--- src/verilog/afe_regs.svh ---
// register offsets, field positions, reset values and counts of the
// front-end control block; assumes byte addresses on a 32-bit slave
`ifndef AFE_REGS_SVH
`define AFE_REGS_SVH

// ****************************************************************
// register byte offsets
// ****************************************************************
`define AFE_OFF_CTRL 5'h00
`define AFE_OFF_THRESH 5'h04
`define AFE_OFF_PHASE 5'h08
`define AFE_OFF_DRIVER 5'h0C
`define AFE_OFF_STATUS 5'h10

// ****************************************************************
// field positions
// ****************************************************************
`define AFE_CTRL_DC_EN 0
`define AFE_CTRL_CUT_LSB 1
`define AFE_CTRL_GATE_EN 3
`define AFE_CTRL_DIV_LSB 4
`define AFE_CTRL_HOLD_LSB 6
`define AFE_DRV_AMP_LSB 0
`define AFE_DRV_DEM_LSB 4
`define AFE_STAT_OVR_A 0
`define AFE_STAT_OVR_B 1
`define AFE_STAT_RECAL 2
`define AFE_STAT_REINIT 3

// ****************************************************************
// reset values and counts
// ****************************************************************
`define AFE_RST_CTRL 8'h00
`define AFE_RST_THRESH 8'h00
`define AFE_RST_PHASE 4'h0
`define AFE_RST_FIELD3 3'h0
`define AFE_OVR_HALF_STEP_LSB 7
`define AFE_HPF_FRAC 16
`define AFE_HPF_SHIFT_BASE 10
`define AFE_HOLD_3 4'h3
`define AFE_HOLD_7 4'h7
`define AFE_HOLD_15 4'hF

`endif

--- src/verilog/afe_pkg.sv ---
// types shared by the front-end control block
// assumes afe_regs.svh for all numeric constants
`default_nettype none
package afe_pkg;
	typedef logic signed [15:0] sample_t;
	typedef logic [1:0] cutoff_code_t;
	typedef enum logic [1:0] {DIV_BY_1, DIV_BY_2, DIV_BY_4, DIV_BY_8} div_code_t;
	typedef enum logic [1:0] {HOLD_NONE, HOLD_3, HOLD_7, HOLD_15} hold_code_t;
endpackage : afe_pkg
`default_nettype wire

--- src/verilog/dc_offset_hpf.sv ---
// dc-removal high-pass filter for one core output stream
// assumes samples arrive as one-cycle valid strobes on i_mclk
`timescale 1ns/10ps
`default_nettype none
`include "afe_regs.svh"
module dc_offset_hpf #(
	parameter int FRAC = `AFE_HPF_FRAC,
	parameter int SHIFT_BASE = `AFE_HPF_SHIFT_BASE
) (
	input wire logic i_mclk,
	input wire logic i_rst,
	input wire logic i_enable,
	input wire afe_pkg::cutoff_code_t i_cutoff,
	input wire logic i_valid,
	input wire afe_pkg::sample_t i_sample,
	output logic o_valid,
	output afe_pkg::sample_t o_sample
);
	import afe_pkg::*;
	localparam int ACC_W = 17 + FRAC;
	if (SHIFT_BASE < 1 || SHIFT_BASE + 6 > FRAC) begin : g_bad_shift
		$error("dc_offset_hpf: shift range exceeds fraction width");
	end
	logic signed [ACC_W-1:0] dc_reg;
	logic signed [ACC_W-1:0] x_ext;
	logic signed [ACC_W-1:0] step;
	logic signed [17:0] diff;
	sample_t sat;

	// first-order tracker of the dc level; output is input minus it
	always_comb begin
		x_ext = {i_sample[15], i_sample, {FRAC{1'b0}}};
		step = (x_ext - dc_reg) >>> (SHIFT_BASE + 2 * int'(i_cutoff));
		diff = {{2{i_sample[15]}}, i_sample} - {dc_reg[ACC_W-1], dc_reg[ACC_W-1:FRAC]};
		if (diff > 18'sh07FFF) begin
			sat = 16'sh7FFF;
		end else if (diff < -18'sh08000) begin
			sat = -16'sh8000;
		end else begin
			sat = diff[15:0];
		end
	end

	always_ff @(posedge i_mclk) begin
		if (i_rst || !i_enable) begin
			dc_reg <= '0;
		end else if (i_valid) begin
			dc_reg <= dc_reg + step;
		end
	end

	always_ff @(posedge i_mclk) begin
		if (i_rst) begin
			o_valid <= 1'b0;
			o_sample <= '0;
		end else begin
			o_valid <= i_valid;
			if (i_valid) begin
				o_sample <= i_enable ? sat : i_sample;
			end
		end
	end
endmodule : dc_offset_hpf
`default_nettype wire

--- src/verilog/overrange_detect.sv ---
// over-range window compare and hold counter for one channel
// assumes a one-cycle frame tick and raw core samples on i_mclk
`timescale 1ns/10ps
`default_nettype none
`include "afe_regs.svh"
module overrange_detect (
	input wire logic i_mclk,
	input wire logic i_rst,
	input wire afe_pkg::sample_t i_sample,
	input wire logic [7:0] i_step,
	input wire afe_pkg::hold_code_t i_hold,
	input wire logic i_frame_tick,
	output logic o_flag
);
	import afe_pkg::*;
	localparam logic signed [16:0] FULL_HI = 17'sh07FFF;
	localparam logic signed [16:0] FULL_LO = -17'sh08000;
	logic signed [16:0] shrink;
	logic signed [16:0] s_ext;
	logic over;
	logic [3:0] hold_len;
	logic [3:0] cnt_reg;

	// each step narrows the window by half a step on each side
	always_comb begin
		shrink = 17'(i_step) <<< `AFE_OVR_HALF_STEP_LSB;
		s_ext = {i_sample[15], i_sample};
		over = (s_ext > FULL_HI - shrink) || (s_ext < FULL_LO + shrink);
		case (i_hold)
			HOLD_3: hold_len = `AFE_HOLD_3;
			HOLD_7: hold_len = `AFE_HOLD_7;
			HOLD_15: hold_len = `AFE_HOLD_15;
			default: hold_len = 4'h0;
		endcase
	end

	always_ff @(posedge i_mclk) begin
		if (i_rst) begin
			o_flag <= 1'b0;
			cnt_reg <= 4'h0;
		end else if (over) begin
			o_flag <= 1'b1;
			cnt_reg <= 4'h0;
		end else if (o_flag) begin
			if (cnt_reg >= hold_len) begin
				o_flag <= 1'b0;
				cnt_reg <= 4'h0;
			end else if (i_frame_tick) begin
				cnt_reg <= cnt_reg + 4'h1;
			end
		end
	end
endmodule : overrange_detect
`default_nettype wire

--- src/verilog/adc_frontend_digital_control.sv ---
// top of the converter front-end digital control with avalon-mm regs
// assumes core samples on i_mclk; reference pulse is asynchronous
//
// Overview of operation
// offset filter bypassed after reset until software enables it
// enabled filter is a high-pass iir on each core output
// four selectable low-frequency cutoff choices
// per-channel over-range pin rises on raw input, no pipeline delay
// threshold from full range down to plus/minus 128 in 255 steps
// hold counter starts when signal returns; flag falls at count
// hold selectable as 3, 7 or 15 frame cycles
// hold is zero after reset, flag falls at once
// independent hold counters, one shared hold setting
// device clock divided by 1, 2, 4 or 8 to sample rate
// new divider value restarts link; recalibrate if rate differs
// reference gate ands pulse with enable, blocking all edges
// gate disabled after reset, edges ignored until enabled
// outside source keeps pulse idle when best spurs are needed
// coarse phase step is half a device clock, 2 x divider positions
// one phase setting serves both channels
// phase change leaves frame clock and output data undisturbed
// latency changes by the phase change, frame timing fixed
// sampling phase realigned on every gated reference pulse
// eight amplitude and eight de-emphasis settings, set separately
// sample outside programmed symmetric window flags its channel
// window shrinks 256 codes per step, half on each side
`timescale 1ns/10ps
`default_nettype none
`include "afe_regs.svh"
module adc_frontend_digital_control (
	input wire logic i_mclk,
	input wire logic i_rst,
	input wire logic [4:0] i_avs_address,
	input wire logic i_avs_read,
	input wire logic i_avs_write,
	input wire logic [31:0] i_avs_writedata,
	input wire logic [3:0] i_avs_byteenable,
	output logic [31:0] o_avs_readdata,
	output logic o_avs_waitrequest,
	input wire afe_pkg::sample_t i_core_a_sample,
	input wire afe_pkg::sample_t i_core_b_sample,
	input wire logic i_ref_pulse,
	input wire logic i_cal_done,
	output logic o_overrange_flag_chan_a,
	output logic o_overrange_flag_chan_b,
	output logic o_sample_strobe,
	output logic o_sample_half_step,
	output logic o_frame_strobe,
	output afe_pkg::sample_t o_chan_a_data,
	output afe_pkg::sample_t o_chan_b_data,
	output logic [3:0] o_input_clock_divide_factor,
	output logic o_link_reinit,
	output logic o_recal_needed,
	output logic [2:0] o_driver_amplitude_setting,
	output logic [2:0] o_driver_deemphasis_setting
);
	import afe_pkg::*;
	localparam logic [7:0] RST_CTRL = `AFE_RST_CTRL;

	// ****************************************************************
	// control registers and bus slave
	// ****************************************************************
	logic ack_reg;
	logic wr_en;
	logic rd_take;
	logic [2:0] word_idx;
	logic dc_en_reg;
	cutoff_code_t cutoff_reg;
	logic gate_en_reg;
	div_code_t div_reg;
	hold_code_t hold_reg;
	logic [7:0] thresh_reg;
	logic [3:0] phase_reg;
	logic [2:0] amp_reg;
	logic [2:0] dem_reg;
	logic reinit_flag_reg;
	div_code_t cal_div_reg;
	logic [31:0] read_mux;
	logic wr_ctrl;
	logic wr_phase;
	logic div_restart;

	// every access waits exactly one cycle, then completes
	assign o_avs_waitrequest = (i_avs_read || i_avs_write) && !ack_reg;
	assign wr_en = i_avs_write && ack_reg && i_avs_byteenable[0];
	assign rd_take = i_avs_read && !ack_reg;
	assign word_idx = i_avs_address[4:2];
	assign wr_ctrl = wr_en && word_idx == `AFE_OFF_CTRL >> 2;
	assign wr_phase = wr_en && word_idx == `AFE_OFF_PHASE >> 2;
	assign div_restart = wr_ctrl &&
		i_avs_writedata[`AFE_CTRL_DIV_LSB +: 2] != div_reg;

	always_ff @(posedge i_mclk) begin
		if (i_rst) begin
			ack_reg <= 1'b0;
		end else begin
			ack_reg <= (i_avs_read || i_avs_write) && !ack_reg;
		end
	end

	always_ff @(posedge i_mclk) begin
		if (i_rst) begin
			dc_en_reg <= RST_CTRL[`AFE_CTRL_DC_EN];
			cutoff_reg <= RST_CTRL[`AFE_CTRL_CUT_LSB +: 2];
			gate_en_reg <= RST_CTRL[`AFE_CTRL_GATE_EN];
			div_reg <= DIV_BY_1;
			hold_reg <= HOLD_NONE;
		end else if (wr_ctrl) begin
			dc_en_reg <= i_avs_writedata[`AFE_CTRL_DC_EN];
			cutoff_reg <= i_avs_writedata[`AFE_CTRL_CUT_LSB +: 2];
			gate_en_reg <= i_avs_writedata[`AFE_CTRL_GATE_EN];
			div_reg <= div_code_t'(i_avs_writedata[`AFE_CTRL_DIV_LSB +: 2]);
			hold_reg <= hold_code_t'(i_avs_writedata[`AFE_CTRL_HOLD_LSB +: 2]);
		end
	end

	always_ff @(posedge i_mclk) begin
		if (i_rst) begin
			thresh_reg <= `AFE_RST_THRESH;
			phase_reg <= `AFE_RST_PHASE;
			amp_reg <= `AFE_RST_FIELD3;
			dem_reg <= `AFE_RST_FIELD3;
		end else if (wr_en) begin
			if (word_idx == `AFE_OFF_THRESH >> 2) begin
				thresh_reg <= i_avs_writedata[7:0];
			end
			if (wr_phase) begin
				phase_reg <= i_avs_writedata[3:0];
			end
			if (word_idx == `AFE_OFF_DRIVER >> 2) begin
				amp_reg <= i_avs_writedata[`AFE_DRV_AMP_LSB +: 3];
				dem_reg <= i_avs_writedata[`AFE_DRV_DEM_LSB +: 3];
			end
		end
	end

	// sticky restart request: a new restart beats a clear in the same cycle
	always_ff @(posedge i_mclk) begin
		if (i_rst) begin
			reinit_flag_reg <= 1'b0;
		end else if (div_restart) begin
			reinit_flag_reg <= 1'b1;
		end else if (wr_en && word_idx == `AFE_OFF_STATUS >> 2 &&
				i_avs_writedata[`AFE_STAT_REINIT]) begin
			reinit_flag_reg <= 1'b0;
		end
	end

	// divider in force at the last finished calibration
	always_ff @(posedge i_mclk) begin
		if (i_rst) begin
			cal_div_reg <= DIV_BY_1;
		end else if (i_cal_done) begin
			cal_div_reg <= div_reg;
		end
	end

	always_comb begin
		read_mux = 32'h00000000;
		case (word_idx)
			`AFE_OFF_CTRL >> 2: begin
				read_mux[`AFE_CTRL_DC_EN] = dc_en_reg;
				read_mux[`AFE_CTRL_CUT_LSB +: 2] = cutoff_reg;
				read_mux[`AFE_CTRL_GATE_EN] = gate_en_reg;
				read_mux[`AFE_CTRL_DIV_LSB +: 2] = div_reg;
				read_mux[`AFE_CTRL_HOLD_LSB +: 2] = hold_reg;
			end
			`AFE_OFF_THRESH >> 2: read_mux[7:0] = thresh_reg;
			`AFE_OFF_PHASE >> 2: read_mux[3:0] = phase_reg;
			`AFE_OFF_DRIVER >> 2: begin
				read_mux[`AFE_DRV_AMP_LSB +: 3] = amp_reg;
				read_mux[`AFE_DRV_DEM_LSB +: 3] = dem_reg;
			end
			`AFE_OFF_STATUS >> 2: begin
				read_mux[`AFE_STAT_OVR_A] = o_overrange_flag_chan_a;
				read_mux[`AFE_STAT_OVR_B] = o_overrange_flag_chan_b;
				read_mux[`AFE_STAT_RECAL] = o_recal_needed;
				read_mux[`AFE_STAT_REINIT] = reinit_flag_reg;
			end
			default: read_mux = 32'h00000000;
		endcase
	end

	always_ff @(posedge i_mclk) begin
		if (i_rst) begin
			o_avs_readdata <= 32'h00000000;
		end else if (rd_take) begin
			o_avs_readdata <= read_mux;
		end
	end

	always_ff @(posedge i_mclk) begin
		if (i_rst) begin
			o_link_reinit <= 1'b0;
			o_recal_needed <= 1'b0;
			o_driver_amplitude_setting <= `AFE_RST_FIELD3;
			o_driver_deemphasis_setting <= `AFE_RST_FIELD3;
		end else begin
			o_link_reinit <= div_restart;
			o_recal_needed <= div_reg != cal_div_reg;
			o_driver_amplitude_setting <= amp_reg;
			o_driver_deemphasis_setting <= dem_reg;
		end
	end

	// ****************************************************************
	// reference pulse synchroniser and detection gate
	// ****************************************************************
	logic ref_s1_reg;
	logic ref_s2_reg;
	logic ref_s3_reg;
	logic ref_level_reg;
	logic ref_rise;
	logic ref_event;

	always_ff @(posedge i_mclk) begin
		if (i_rst) begin
			ref_s1_reg <= 1'b0;
			ref_s2_reg <= 1'b0;
			ref_s3_reg <= 1'b0;
		end else begin
			ref_s1_reg <= i_ref_pulse;
			ref_s2_reg <= ref_s1_reg;
			ref_s3_reg <= ref_s2_reg;
		end
	end

	// level accepted only once two stages agree
	always_ff @(posedge i_mclk) begin
		if (i_rst) begin
			ref_level_reg <= 1'b0;
		end else if (ref_s2_reg == ref_s3_reg) begin
			ref_level_reg <= ref_s3_reg;
		end
	end

	assign ref_rise = ref_s2_reg && ref_s3_reg && !ref_level_reg;
	assign ref_event = ref_rise && gate_en_reg;

	// ****************************************************************
	// clock divider, coarse phase and frame timing
	// ****************************************************************
	logic [3:0] div_n;
	logic [2:0] cnt_reg;
	logic [2:0] cnt_next;
	logic [4:0] pos_mask;
	logic [3:0] phase_eff;
	logic sample_tick;
	logic frame_tick;

	always_comb begin
		div_n = 4'h1 << div_reg;
		pos_mask = 5'({div_n, 1'b0} - 5'h01);
		phase_eff = phase_reg & pos_mask[3:0];
		cnt_next = (cnt_reg >= 3'(div_n - 4'h1)) ? 3'h0 : cnt_reg + 3'h1;
		sample_tick = cnt_reg == phase_eff[3:1];
		frame_tick = cnt_reg == 3'h0;
	end

	// phase writes never touch this counter, so frames keep their cadence
	always_ff @(posedge i_mclk) begin
		if (i_rst) begin
			cnt_reg <= 3'h0;
		end else if (ref_event || div_restart) begin
			cnt_reg <= 3'h0;
		end else begin
			cnt_reg <= cnt_next;
		end
	end

	always_ff @(posedge i_mclk) begin
		if (i_rst) begin
			o_sample_strobe <= 1'b0;
			o_sample_half_step <= 1'b0;
			o_frame_strobe <= 1'b0;
			o_input_clock_divide_factor <= 4'h1;
		end else begin
			o_sample_strobe <= sample_tick;
			o_sample_half_step <= phase_eff[0];
			o_frame_strobe <= frame_tick;
			o_input_clock_divide_factor <= div_n;
		end
	end

	// ****************************************************************
	// sample path: offset filter, retiming into the frame
	// ****************************************************************
	sample_t hpf_a;
	sample_t hpf_b;
	logic hpf_a_valid;
	logic hpf_b_valid;
	sample_t held_a_reg;
	sample_t held_b_reg;

	dc_offset_hpf u_hpf_a (
		.i_mclk(i_mclk),
		.i_rst(i_rst),
		.i_enable(dc_en_reg),
		.i_cutoff(cutoff_reg),
		.i_valid(sample_tick),
		.i_sample(i_core_a_sample),
		.o_valid(hpf_a_valid),
		.o_sample(hpf_a)
	);

	dc_offset_hpf u_hpf_b (
		.i_mclk(i_mclk),
		.i_rst(i_rst),
		.i_enable(dc_en_reg),
		.i_cutoff(cutoff_reg),
		.i_valid(sample_tick),
		.i_sample(i_core_b_sample),
		.o_valid(hpf_b_valid),
		.o_sample(hpf_b)
	);

	always_ff @(posedge i_mclk) begin
		if (i_rst) begin
			held_a_reg <= '0;
			held_b_reg <= '0;
		end else begin
			if (hpf_a_valid) begin
				held_a_reg <= hpf_a;
			end
			if (hpf_b_valid) begin
				held_b_reg <= hpf_b;
			end
		end
	end

	// retime at the frame edge so sampling phase only moves latency
	always_ff @(posedge i_mclk) begin
		if (i_rst) begin
			o_chan_a_data <= '0;
			o_chan_b_data <= '0;
		end else if (frame_tick) begin
			o_chan_a_data <= held_a_reg;
			o_chan_b_data <= held_b_reg;
		end
	end

	// ****************************************************************
	// over-range detection, both channels on shared settings
	// ****************************************************************
	overrange_detect u_ovr_a (
		.i_mclk(i_mclk),
		.i_rst(i_rst),
		.i_sample(i_core_a_sample),
		.i_step(thresh_reg),
		.i_hold(hold_reg),
		.i_frame_tick(frame_tick),
		.o_flag(o_overrange_flag_chan_a)
	);

	overrange_detect u_ovr_b (
		.i_mclk(i_mclk),
		.i_rst(i_rst),
		.i_sample(i_core_b_sample),
		.i_step(thresh_reg),
		.i_hold(hold_reg),
		.i_frame_tick(frame_tick),
		.o_flag(o_overrange_flag_chan_b)
	);
endmodule : adc_frontend_digital_control
`default_nettype wire

--- config.mk ---
export PLATFORM = sky130hd
export DESIGN_NAME = adc_frontend_digital_control
export DESIGN_NICKNAME = d
export VERILOG_FILES = /design/src/verilog/afe_pkg.sv /design/src/verilog/dc_offset_hpf.sv /design/src/verilog/overrange_detect.sv /design/src/verilog/adc_frontend_digital_control.sv
export VERILOG_INCLUDE_DIRS = /design/src /design/src/verilog
export SDC_FILE = /design/constraint.sdc
export NUM_CORES = 1
export LEC_CHECK = 0
export ABC_AREA = 1
export BUFFER_PORTS_ARGS = -buffer_cell sky130_fd_sc_hd__buf_2
export CAP_MARGIN = 10
export CORE_AREA = 4 4 187 189
export CTS_CLUSTER_DIAMETER = 150
export DETAILED_ROUTE_END_ITERATION = 8
export DIE_AREA = 0 0 191 193
export HOLD_SLACK_MARGIN = 0.12
export PLACE_DENSITY = 0.87
export SYNTH_ARGS = -nofsm -noshare
export SYNTH_HDL_FRONTEND = slang
export SYNTH_SLANG_ARGS = --single-unit
--- constraint.sdc ---
create_clock -name i_mclk -period 4.37 [get_ports i_mclk]
set_input_delay 0.2185 -clock i_mclk [delete_from_list [all_inputs] [get_ports i_mclk]]
set_output_delay 0.2185 -clock i_mclk [all_outputs]
set_load 0.05 [all_outputs]
* Word-level counts from Yosys, hierarchy flattened
Cells that the tools add are included.
Widths: inputs -> output; s select.
** Word-level totals
- Bits in registers :: 232
- Input bits :: 79
- Output and inout port bits :: 82
- Logic and storage cells :: 134
** Cells by class
- Add/subtract/negate cells :: 14
- $lt $le $gt $ge :: 11
- Eq/ne operators :: 11
- Shifts and indexed selects :: 3
- Multiplexer cells :: 23
- Bitwise gates (word level) :: 1
- Reductions and logical operators :: 33
** Operators with widths (number)
- $mux 16 :: 6
- $add 33x33->33 :: 2
- $sshr 33x32->33 :: 2
- $sub 32x33->33 :: 2
- $gt 18x16->1 const B :: 2
- $lt 18x16->1 const B :: 2
- $sub 16x17->18 :: 2
- $lt 16x17->1 :: 2
- $gt 16x16->1 :: 2
- $add 16x16->17 const A :: 1
- $mux 4 :: 4
- $sub 15x15->16 const A :: 1
- $pmux 3 s5 :: 1
- $logic_and 1x1->1 :: 12
- $pmux 4 s3 :: 1
- $reduce_and 2->1 :: 5
- $pmux 3 s3 :: 1
- $add 4x1->4 const B :: 2
- $ge 4x4->1 :: 2
- $mux 1 :: 8
- $eq 3x2->1 const B :: 2
- $logic_not 3->1 :: 2
- $reduce_bool 2->1 :: 3
- $add 4x3->5 const A :: 1
- other kinds (19) :: 28

* Logic depth before layout (Yosys ltp)
Gate-level depths: netlist of run 1.
- Word-level depth :: 6
- Depth in mapped cells :: 33
- Gate-level depth less buffers :: 33

* Cells and area by module
A second synthesis of run 1 with hierarchy kept.
** Second synthesis, totals
- Cells, all modules :: 3342
- Area, all modules :: 20425.8 µm²
** Modules (own cells, without submodules)
- dc_offset_hpf (u_hpf_a) :: instances 1, cells an instance 1235, area each 7049.3 µm², sequential area each 1001.0 µm²
- dc_offset_hpf (u_hpf_b) :: instances 1, cells an instance 1236, area each 6901.6 µm², sequential area each 1001.0 µm²
- adc_frontend_digital_control :: instances 1, cells an instance 615, area each 4813.4 µm², sequential area each 2482.4 µm²
- overrange_detect :: instances 2, cells an instance 128, area each 830.8 µm², sequential area each 100.1 µm²

* Least setup slack after synthesis of run 1
Ideal clock, no wire load.
- Path type :: reg2reg
- From :: register u_hpf_b.dc_reg[18]
- To :: register u_hpf_b.dc_reg[28]
- Setup time :: 0.115 ns
- Arrival time :: 3.453 ns
- Data required time :: 4.255 ns
- Setup slack :: 0.802 ns
- Stages on the path, launching flop included :: 26
- Buffers on the path :: 0
- Clock period less this slack :: 3.568 ns
- Cells stage by stage :: dfxtp_1 -> inv_1 -> ha_1 -> nand2_1 -> nor2_1 -> inv_1 -> nor2_1 -> nand2_1 -> o21bai_1 -> xor2_1 -> nand2_1 -> nand3_1 -> nand3_1 -> nand2_1 -> ha_1 -> inv_1 -> fa_1 -> o21ai_1 -> nand2_1 -> nand2_1 -> a21oi_1 -> or2_2 -> nand2_1 -> nor2_1 -> o21ai_0 -> inv_1
** On the way
- Word-level cells in the longest chain between the ends :: 3
** Ends and longest elaborated chain
- start: declaration :: line dc_offset_hpf.sv:24 : logic signed [ACC_W-1:0] dc_reg;
- start signal: assignment :: line dc_offset_hpf.sv:48 : dc_reg <= dc_reg + step;
- $sub 32x33->33 :: line dc_offset_hpf.sv:33 : step = (x_ext - dc_reg) >>> (SHIFT_BASE + 2 * int'(i_cutoff));
- $sshr 33x32->33 :: line dc_offset_hpf.sv:33
- $add 33x33->33 * :: line dc_offset_hpf.sv:48
Mark *: on every way between the ends. The rest lies on a longest branch, timed or not.
A chain may end at the register's enable or synchronous reset.

* Final worst setup path of run 1
- From :: register u_hpf_b.dc_reg[20]
- To :: register u_hpf_b.dc_reg[28]
The elaborated chain is that of the path after synthesis.

==> results of run 1 <==
## power by group through the flow
stage	sequential, W	clock, W	combinational (W)
5_1_grt	0.00222	0.00207	0.00147
2_1_floorplan	0.00231	0	0.000874
4_1_cts	0.00221	0.00198	0.00128
3_5_place_dp	0.00226	0	0.00125
6_report	0.00221	0.00198	0.00134
3_3_place_gp	0.00225	0	0.00124
## cell usage in the layout, fill, tap and decap left out, types with 4 or more instances in the layout
cell	synthesis	layout
nand2_2	16	22
a21boi_0	5	4
dlygate4sd3_1	0	26
a21oi_1	259	247
a211oi_1	6	6
nand4_1	37	37
o21bai_1	19	17
inv_2	7	8
a21o_1	16	16
nand3b_1	10	10
o211ai_1	21	21
nand3_1	273	272
o21ai_0	230	223
clkbuf_1	52	8
o21ai_1	13	17
buf_4	28	84
conb_1	1	24
a21oi_2	8	18
nor4_1	11	11
nand2_1	802	795
or2_2	10	10
dfxtp_1	232	231
inv_1	408	407
xor2_1	70	67
a31oi_1	10	10
nor3_1	29	27
a21oi_4	2	4
buf_2	26	107
nor2_1	427	412
ha_1	149	138
nor2_4	2	4
ha_2	0	9
nor2_2	5	18
nand2_4	4	5
clkbuf_16	0	24
xnor2_1	15	15
o22ai_1	4	4
## cells in the mapped netlist (16+ instances only)
library cell | instances | area [um2]
xor2_1 | 70 | 613.1
o211ai_1 | 21 | 157.7
nand2_1 | 802 | 3010
nand3_1 | 273 | 1366
a21oi_1 | 259 | 1296
nand2_2 | 16 | 100.1
nand4_1 | 37 | 231.5
buf_4 | 28 | 210.2
o21ai_0 | 230 | 1151
nor2_1 | 427 | 1603
ha_1 | 149 | 1864
o21bai_1 | 19 | 142.6
dfxtp_1 | 232 | 4644
clkbuf_1 | 52 | 195.2
inv_1 | 408 | 1531
a21o_1 | 16 | 120.1
buf_1 | 22 | 82.58
buf_2 | 26 | 130.1
nor3_1 | 29 | 145.1
## stage by stage
step	util (%)	hold slack, ns
4_1_cts	65.59	0.1371
2_1_floorplan	-	0.3126
6_report	66.47	0.1508
3_5_place_dp	62.65	0.4030
5_1_grt	66.47	0.1642
3_3_place_gp	62.65	0.3910
## routing by layer
| layer | vias to the layer above | routed length [um] |
|---|---|---|
| li1 | 10820 | - |
| met4 | 0 | 2478 |
| met3 | 173 | 6568 |
| met1 | 9805 | 27920 |
| met5 | - | 0 |
| met2 | 1164 | 27900 |
## layout make-up
type,count,share of cell area [%]
multi-input combinational,2501,59.49
sequential,232,21.00
inverter,418,7.092
timing repair buffer,219,6.629
clock buffer,32,2.851
tap,448,2.534
clock inverter,8,0.4016
## worst paths after layout
check | cells past startpoint | endpoint | from
worst min-delay path | 5 | u_hpf_a.o_sample[8]$_SDFFE_PP0P_ | i_core_a_sample[8]
worst min register to register | 2 | ref_s2_reg$_SDFF_PP0_ | ref_s1_reg$_SDFF_PP0_
worst max-delay path | 25 | u_hpf_b.dc_reg[28]$_SDFFE_PP0P_ | u_hpf_b.dc_reg[20]$_SDFFE_PP0P_
worst max register to register | 25 | u_hpf_b.dc_reg[28]$_SDFFE_PP0P_ | u_hpf_b.dc_reg[20]$_SDFFE_PP0P_
## critical path: cells and delay by family (launching register included)
kind	cells	cell delay (ns)
DFF	1	0.34
buffers and inverters	4	0.31
xor gates and xnor gates	1	0.28
and+or+nand+nor	13	1.60
AOI/OAI and AO/OA	4	0.61
adders and majority gates	3	0.89
## cell families after synthesis
group / share of synthesized area, %
adders and majority gates: 9.863
buffers and inverters: 11.37
xor gates and xnor gates: 3.776
AOI/OAI and AO/OA: 16.72
DFF: 23.56
other: 0.01902
and+or+nand+nor: 34.69
## timing repair
action	CTS	global route
endpoints found under the hold margin	45	0
endpoints found under the setup margin	0	39
hold buffers	26	0
resized for setup	0	70
buffers inserted	0	7
==> results.toml, run 1 <==
[power]
clock_power_share_pct = 35.8
p_comb_share_pct = 24.2
p_seq_share_pct = 40.0
power_leakage_nw = 11.57
power_density_mw_per_mm2 = 249.9
power_switching_w = 0.001857
swShare_pct = 33.58
power_w = 0.005529
cellInternalPower_w = 0.003673
vdd_drop_max_uv = 296.2

[die]
start_util_pct = 59.24
dieArea_mm2 = 0.03686
die_w_um = 191
rows = 67
die_h_um = 193
core-area_mm2 = 0.03328
io_pins = 161

[routing]
post_drt_wl_per_cell_um = 16.81
drcViolationCount = 0
wirelength_um = 64870
avgViaCountPerCell = 5.691
first_pass_iters = 6
drtAntennaViolNets = 0
via_count = 21960
drtIter0Drc = 2588

[clocking]
cts_root_buffer = "clkbuf_16"
path_clk_slew_ns = 0.07
cts_buffer_depth = 3
clock_sinks = 232
worstSkewPairLatency_ns = 0.56
htree_levels = 1
tritoncts = "built"
numCtsBuffers = 24

[flow_run]
cap_violations = 0

[sta]
fin_crit_sh_pct = 94.65
worst_clock_skew_ns = 0.01883
min_period_ns = 4.136
worst_slack_ns = 0.2336
finalSetupViolCount = 0
slew_headroom_pct = 35.70
tns_ns = 0
finalHoldViolCount = 0
rsz0062_at_grt = "yes"
worst_pin_slew_ns = 0.9635
drv_slew = 0
max_freq_ghz = 0.2418

[logic_synthesis]
yosys_register_bits = 232
synthArstFlopShare_pct = 0
syn_inst = 3262
yosysWarningCount = 0
yosysSeqAreaShare_pct = 23.56
syn_avg_cell_area_um2 = 6.044
synth_cell_type_count = 51
netlist_area_mm2 = 0.01971
synth_ff_type = "dfxtp_1"
synth-edff-count = 0

[layout]
drive_above_1_share_pct = 10.09
multi_input_area_mm2 = 0.01316
final_nets = 3628
seq_area_mm2 = 0.004646
layoutNonFillerInstCount = 3858
finalInstanceArea_mm2 = 0.02212
area_growth_pct = 12.22
diodes = 0
fillers = 3054

[grt]
use_met2_pct = 53.20
grt_use_total_pct = 33.47
grt.met1_usage_pct = 46.84
grt_antenna_before_repair = 0
busiest_layer = "met2"
grt_pass1_vias = 19650
grt_pass1_wl_um = 101000
grt_overflow = 0
grt_max_degree = 70
use_met3_pct = 4.951

[setup_path]
crit_top_cell = "nand2_1"
ff2ff_setup_slack_ns = 0.23
crit_fanout = 3
path_class = "reg -> reg"
slowest_stage = "fa_2"
worst_ep_required_time_ns = 4.81
cpPeakStageDelay_ns = 0.38
worst_ep_arrival_time_ns = 4.58
cp-end-kind = "flop"
start_kind = "flop"

[worst_hold_path]
hold_class = "in -> reg"

[run_status]
outcome = "complete, no violations"

[placement]
placed_area_mm2 = 0.02085
numPlacedInstances = 3785
numPortBuffers = 107
dp_slack_ns = 0.07455
routabilityCongestion = 1.048
dp_hpwl_um = 49260
(Power assumes the default switching activity.)
==> inputs of run 2 (changes only) <==
--- a/config.mk
+++ b/config.mk
@@ -9,12 +9,13 @@
 export ABC_AREA = 1
 export BUFFER_PORTS_ARGS = -buffer_cell sky130_fd_sc_hd__buf_2
 export CAP_MARGIN = 10
-export CORE_AREA = 4 4 187 189
+export CORE_AREA = 4 4 190 192
 export CTS_CLUSTER_DIAMETER = 150
 export DETAILED_ROUTE_END_ITERATION = 8
-export DIE_AREA = 0 0 191 193
+export DIE_AREA = 0 0 194 196
 export HOLD_SLACK_MARGIN = 0.12
 export PLACE_DENSITY = 0.87
 export SYNTH_ARGS = -nofsm -noshare
 export SYNTH_HDL_FRONTEND = slang
+export SYNTH_HIERARCHICAL = 1
 export SYNTH_SLANG_ARGS = --single-unit
==> results.toml, run 2 <==
[grt]
grt_overflow = 0
grt_use_total_pct = 32.59
grt_pass1_vias = 20790
grt_antenna_before_repair = 1
grt_max_degree = 83
grt_pass1_wl_um = 103700

[routing]
drcViolationCount = 0
first_pass_iters = 6
post_drt_wl_per_cell_um = 16.55
wl_met1_um = 27610
drtAntennaViolNets = 0
top_layer = "met4"
wirelength_um = 65650
via_count = 22290
routed-wl-met2_um = 30180
wl_met3_um = 5020
drtIter0Drc = 2075
avgViaCountPerCell = 5.620

[die]
die_h_um = 196
start_util_pct = 59.42
dieArea_mm2 = 0.03802
io_pins = 161
rows = 68
core-area_mm2 = 0.03437
die_w_um = 194

[setup_path]
cpPeakStageDelay_ns = 0.37
crit_top_cell = "nand2_1"
r2r_cells = 26
r2r_end = "u_hpf_a/dc_reg[26]$_SDFFE_PP0P_"
path_class = "reg -> reg"
cp-end-kind = "flop"
start_kind = "flop"
ff2ff_setup_slack_ns = 0.20
crit_fanout = 5
slowest_stage = "ha_2"
r2r_start = "u_hpf_a/dc_reg[25]$_SDFFE_PP0P_"
worst_ep_required_time_ns = 4.80
worst_ep_arrival_time_ns = 4.60

[power]
vdd_drop_max_uv = 394.2
cellInternalPower_w = 0.003939
p_seq_share_pct = 38.4
power_leakage_nw = 11.95
clock_power_share_pct = 38.6
p_comb_share_pct = 22.9
power_density_mw_per_mm2 = 252.8
power_w = 0.005836
swShare_pct = 32.50
power_switching_w = 0.001897

[logic_synthesis]
yosys_register_bits = 234
synth_largest_area_cell = "dfxtp_1"
synthArstFlopShare_pct = 0
synth_cell_type_count = 52
synth_top_area_share_pct = 22.93
syn_inst = 3342
synth.most_common_cell = "nand2_1"
synth.area.top_cells = "dfxtp_1 (23%), nand2_1 (14%), ha_1 (9.2%), nor2_1 (8.7%), inv_1 (7.9%)"
yosys-top-cells-count = "nand2_1 (747), nor2_1 (471), inv_1 (428), nand3_1 (286), dfxtp_1 (234)"
syn_avg_cell_area_um2 = 6.112
synth_ff_type = "dfxtp_1"
synth-edff-count = 0
yosysWarningCount = 6
netlist_area_mm2 = 0.02043
yosysSeqAreaShare_pct = 22.93

[flow_run]
cap_violations = 0

[clocking]
tritoncts = "built"
numCtsBuffers = 26
htree_levels = 1
cts_buffer_depth = 3
clock_sinks = 234
cts_root_buffer = "clkbuf_16"
worstSkewPairLatency_ns = 0.56
path_clk_slew_ns = 0.06

[worst_hold_path]
hold_class = "in -> reg"
hold_start = "i_core_b_sample[13]"
worstHoldPathCells = 5
hold_end = "u_hpf_b/o_sample[13]$_SDFFE_PP0P_"

[sta]
max_freq_ghz = 0.2395
finalHoldViolCount = 0
min_period_ns = 4.175
finalSetupViolCount = 0
fin_crit_sh_pct = 95.54
drv_slew = 0
hold-worst-slack_ns = 0.1351
slew_headroom_pct = 27.26
worst_pin_slew_ns = 1.090
tns_ns = 0
worst_clock_skew_ns = 0.02945

[layout]
layout_commonest_cell = "nand2_1"
area_growth_pct = 13.00
final_nets = 3727
drive_above_1_share_pct = 13.19
finalInstanceArea_mm2 = 0.02308
final_cell_mix = "nand2_1 (744), nor2_1 (463), inv_1 (428)"

[placement]
numPortBuffers = 107
dp_hpwl_um = 50640
placed_area_mm2 = 0.02155
routabilityCongestion = 1.042

[run_status]
outcome = "complete, no violations"
## run 2: logic make-up after synthesis
kind of cell	share of synthesized area, %
simple gates	36.38
compound gates	16.13
buf+inv	11.53
flops	22.93
fa+ha+maj	9.580
xor+xnor	3.430
other cells	0.01836
## run 2: worst max path at each step
stage,start,to
after global placement,u_hpf_b/dc_reg[19]$_SDFFE_PP0P_,u_hpf_b/dc_reg[14]$_SDFFE_PP0P_
after global routing,u_hpf_a/dc_reg[25]$_SDFFE_PP0P_,u_hpf_a/dc_reg[29]$_SDFFE_PP0P_
final,u_hpf_a/dc_reg[25]$_SDFFE_PP0P_,u_hpf_a/dc_reg[26]$_SDFFE_PP0P_
after floorplan,u_hpf_a/dc_reg[17]$_SDFFE_PP0P_,u_hpf_a/dc_reg[30]$_SDFFE_PP0P_
after detailed placement,i_core_a_sample[0],u_hpf_a/dc_reg[30]$_SDFFE_PP0P_
after CTS,u_hpf_b/dc_reg[19]$_SDFFE_PP0P_,u_hpf_b/dc_reg[18]$_SDFFE_PP0P_
## run 2: layer usage
layer,GRT usage (%),up-vias
li1,-,11070
met1,42.91,10040
met2,54.85,994
met3,3.795,182
met4,12.92,0
met5,0,-
## run 2: cell type report
| class | instances | area [um2] |
|---|---|---|
| fill | 3098 | 11290 |
| timing repair buffer | 224 | 1496 |
| clock buffer | 31 | 699.4 |
| inverter | 450 | 1692 |
| sequential | 234 | 4687 |
| clock inverter | 13 | 168.9 |
| multi-input combinational | 2558 | 13770 |
| antenna | 1 | 2.502 |
| tap | 455 | 569.3 |
## run 2: power by group through the flow
stage | Clock, W | Combinational (W) | Sequential (W)
5_1_grt | 0.00236 | 0.00147 | 0.00225
4_1_cts | 0.00228 | 0.00128 | 0.00224
3_5_place_dp | 0 | 0.00125 | 0.00229
3_3_place_gp | 0 | 0.00124 | 0.00228
2_1_floorplan | 0 | 0.000885 | 0.00234
6_report | 0.00225 | 0.00134 | 0.00224
## run 2: metrics by stage
stage                     instances  utilization, %  setup slack (ns)
after floorplan                3365               -            0.7370
after global placement         3883           62.69            0.1569
after detailed placement       3883           62.69            0.1090
after CTS                      3960           66.18            0.1040
after global routing           3966           67.15          -0.05023
final                          3966           67.15            0.1951
## run 2: what timing repair did
item,4_1_cts,5_1_grt
setup endpoints to repair,0,39
hold buffers,33,0
buffers inserted,0,5
resized for setup,0,79
endpoints found under the hold margin,52,0
## run 2: critical path, delay by kind of cell, from the launching register on
family / cells / cell delay, ns
AOI/OAI and AO/OA: 8 / 1.36
adders and majority gates: 2 / 0.69
buffers and inverters: 5 / 0.71
DFF: 1 / 0.31
and+or+nand+nor: 11 / 0.98
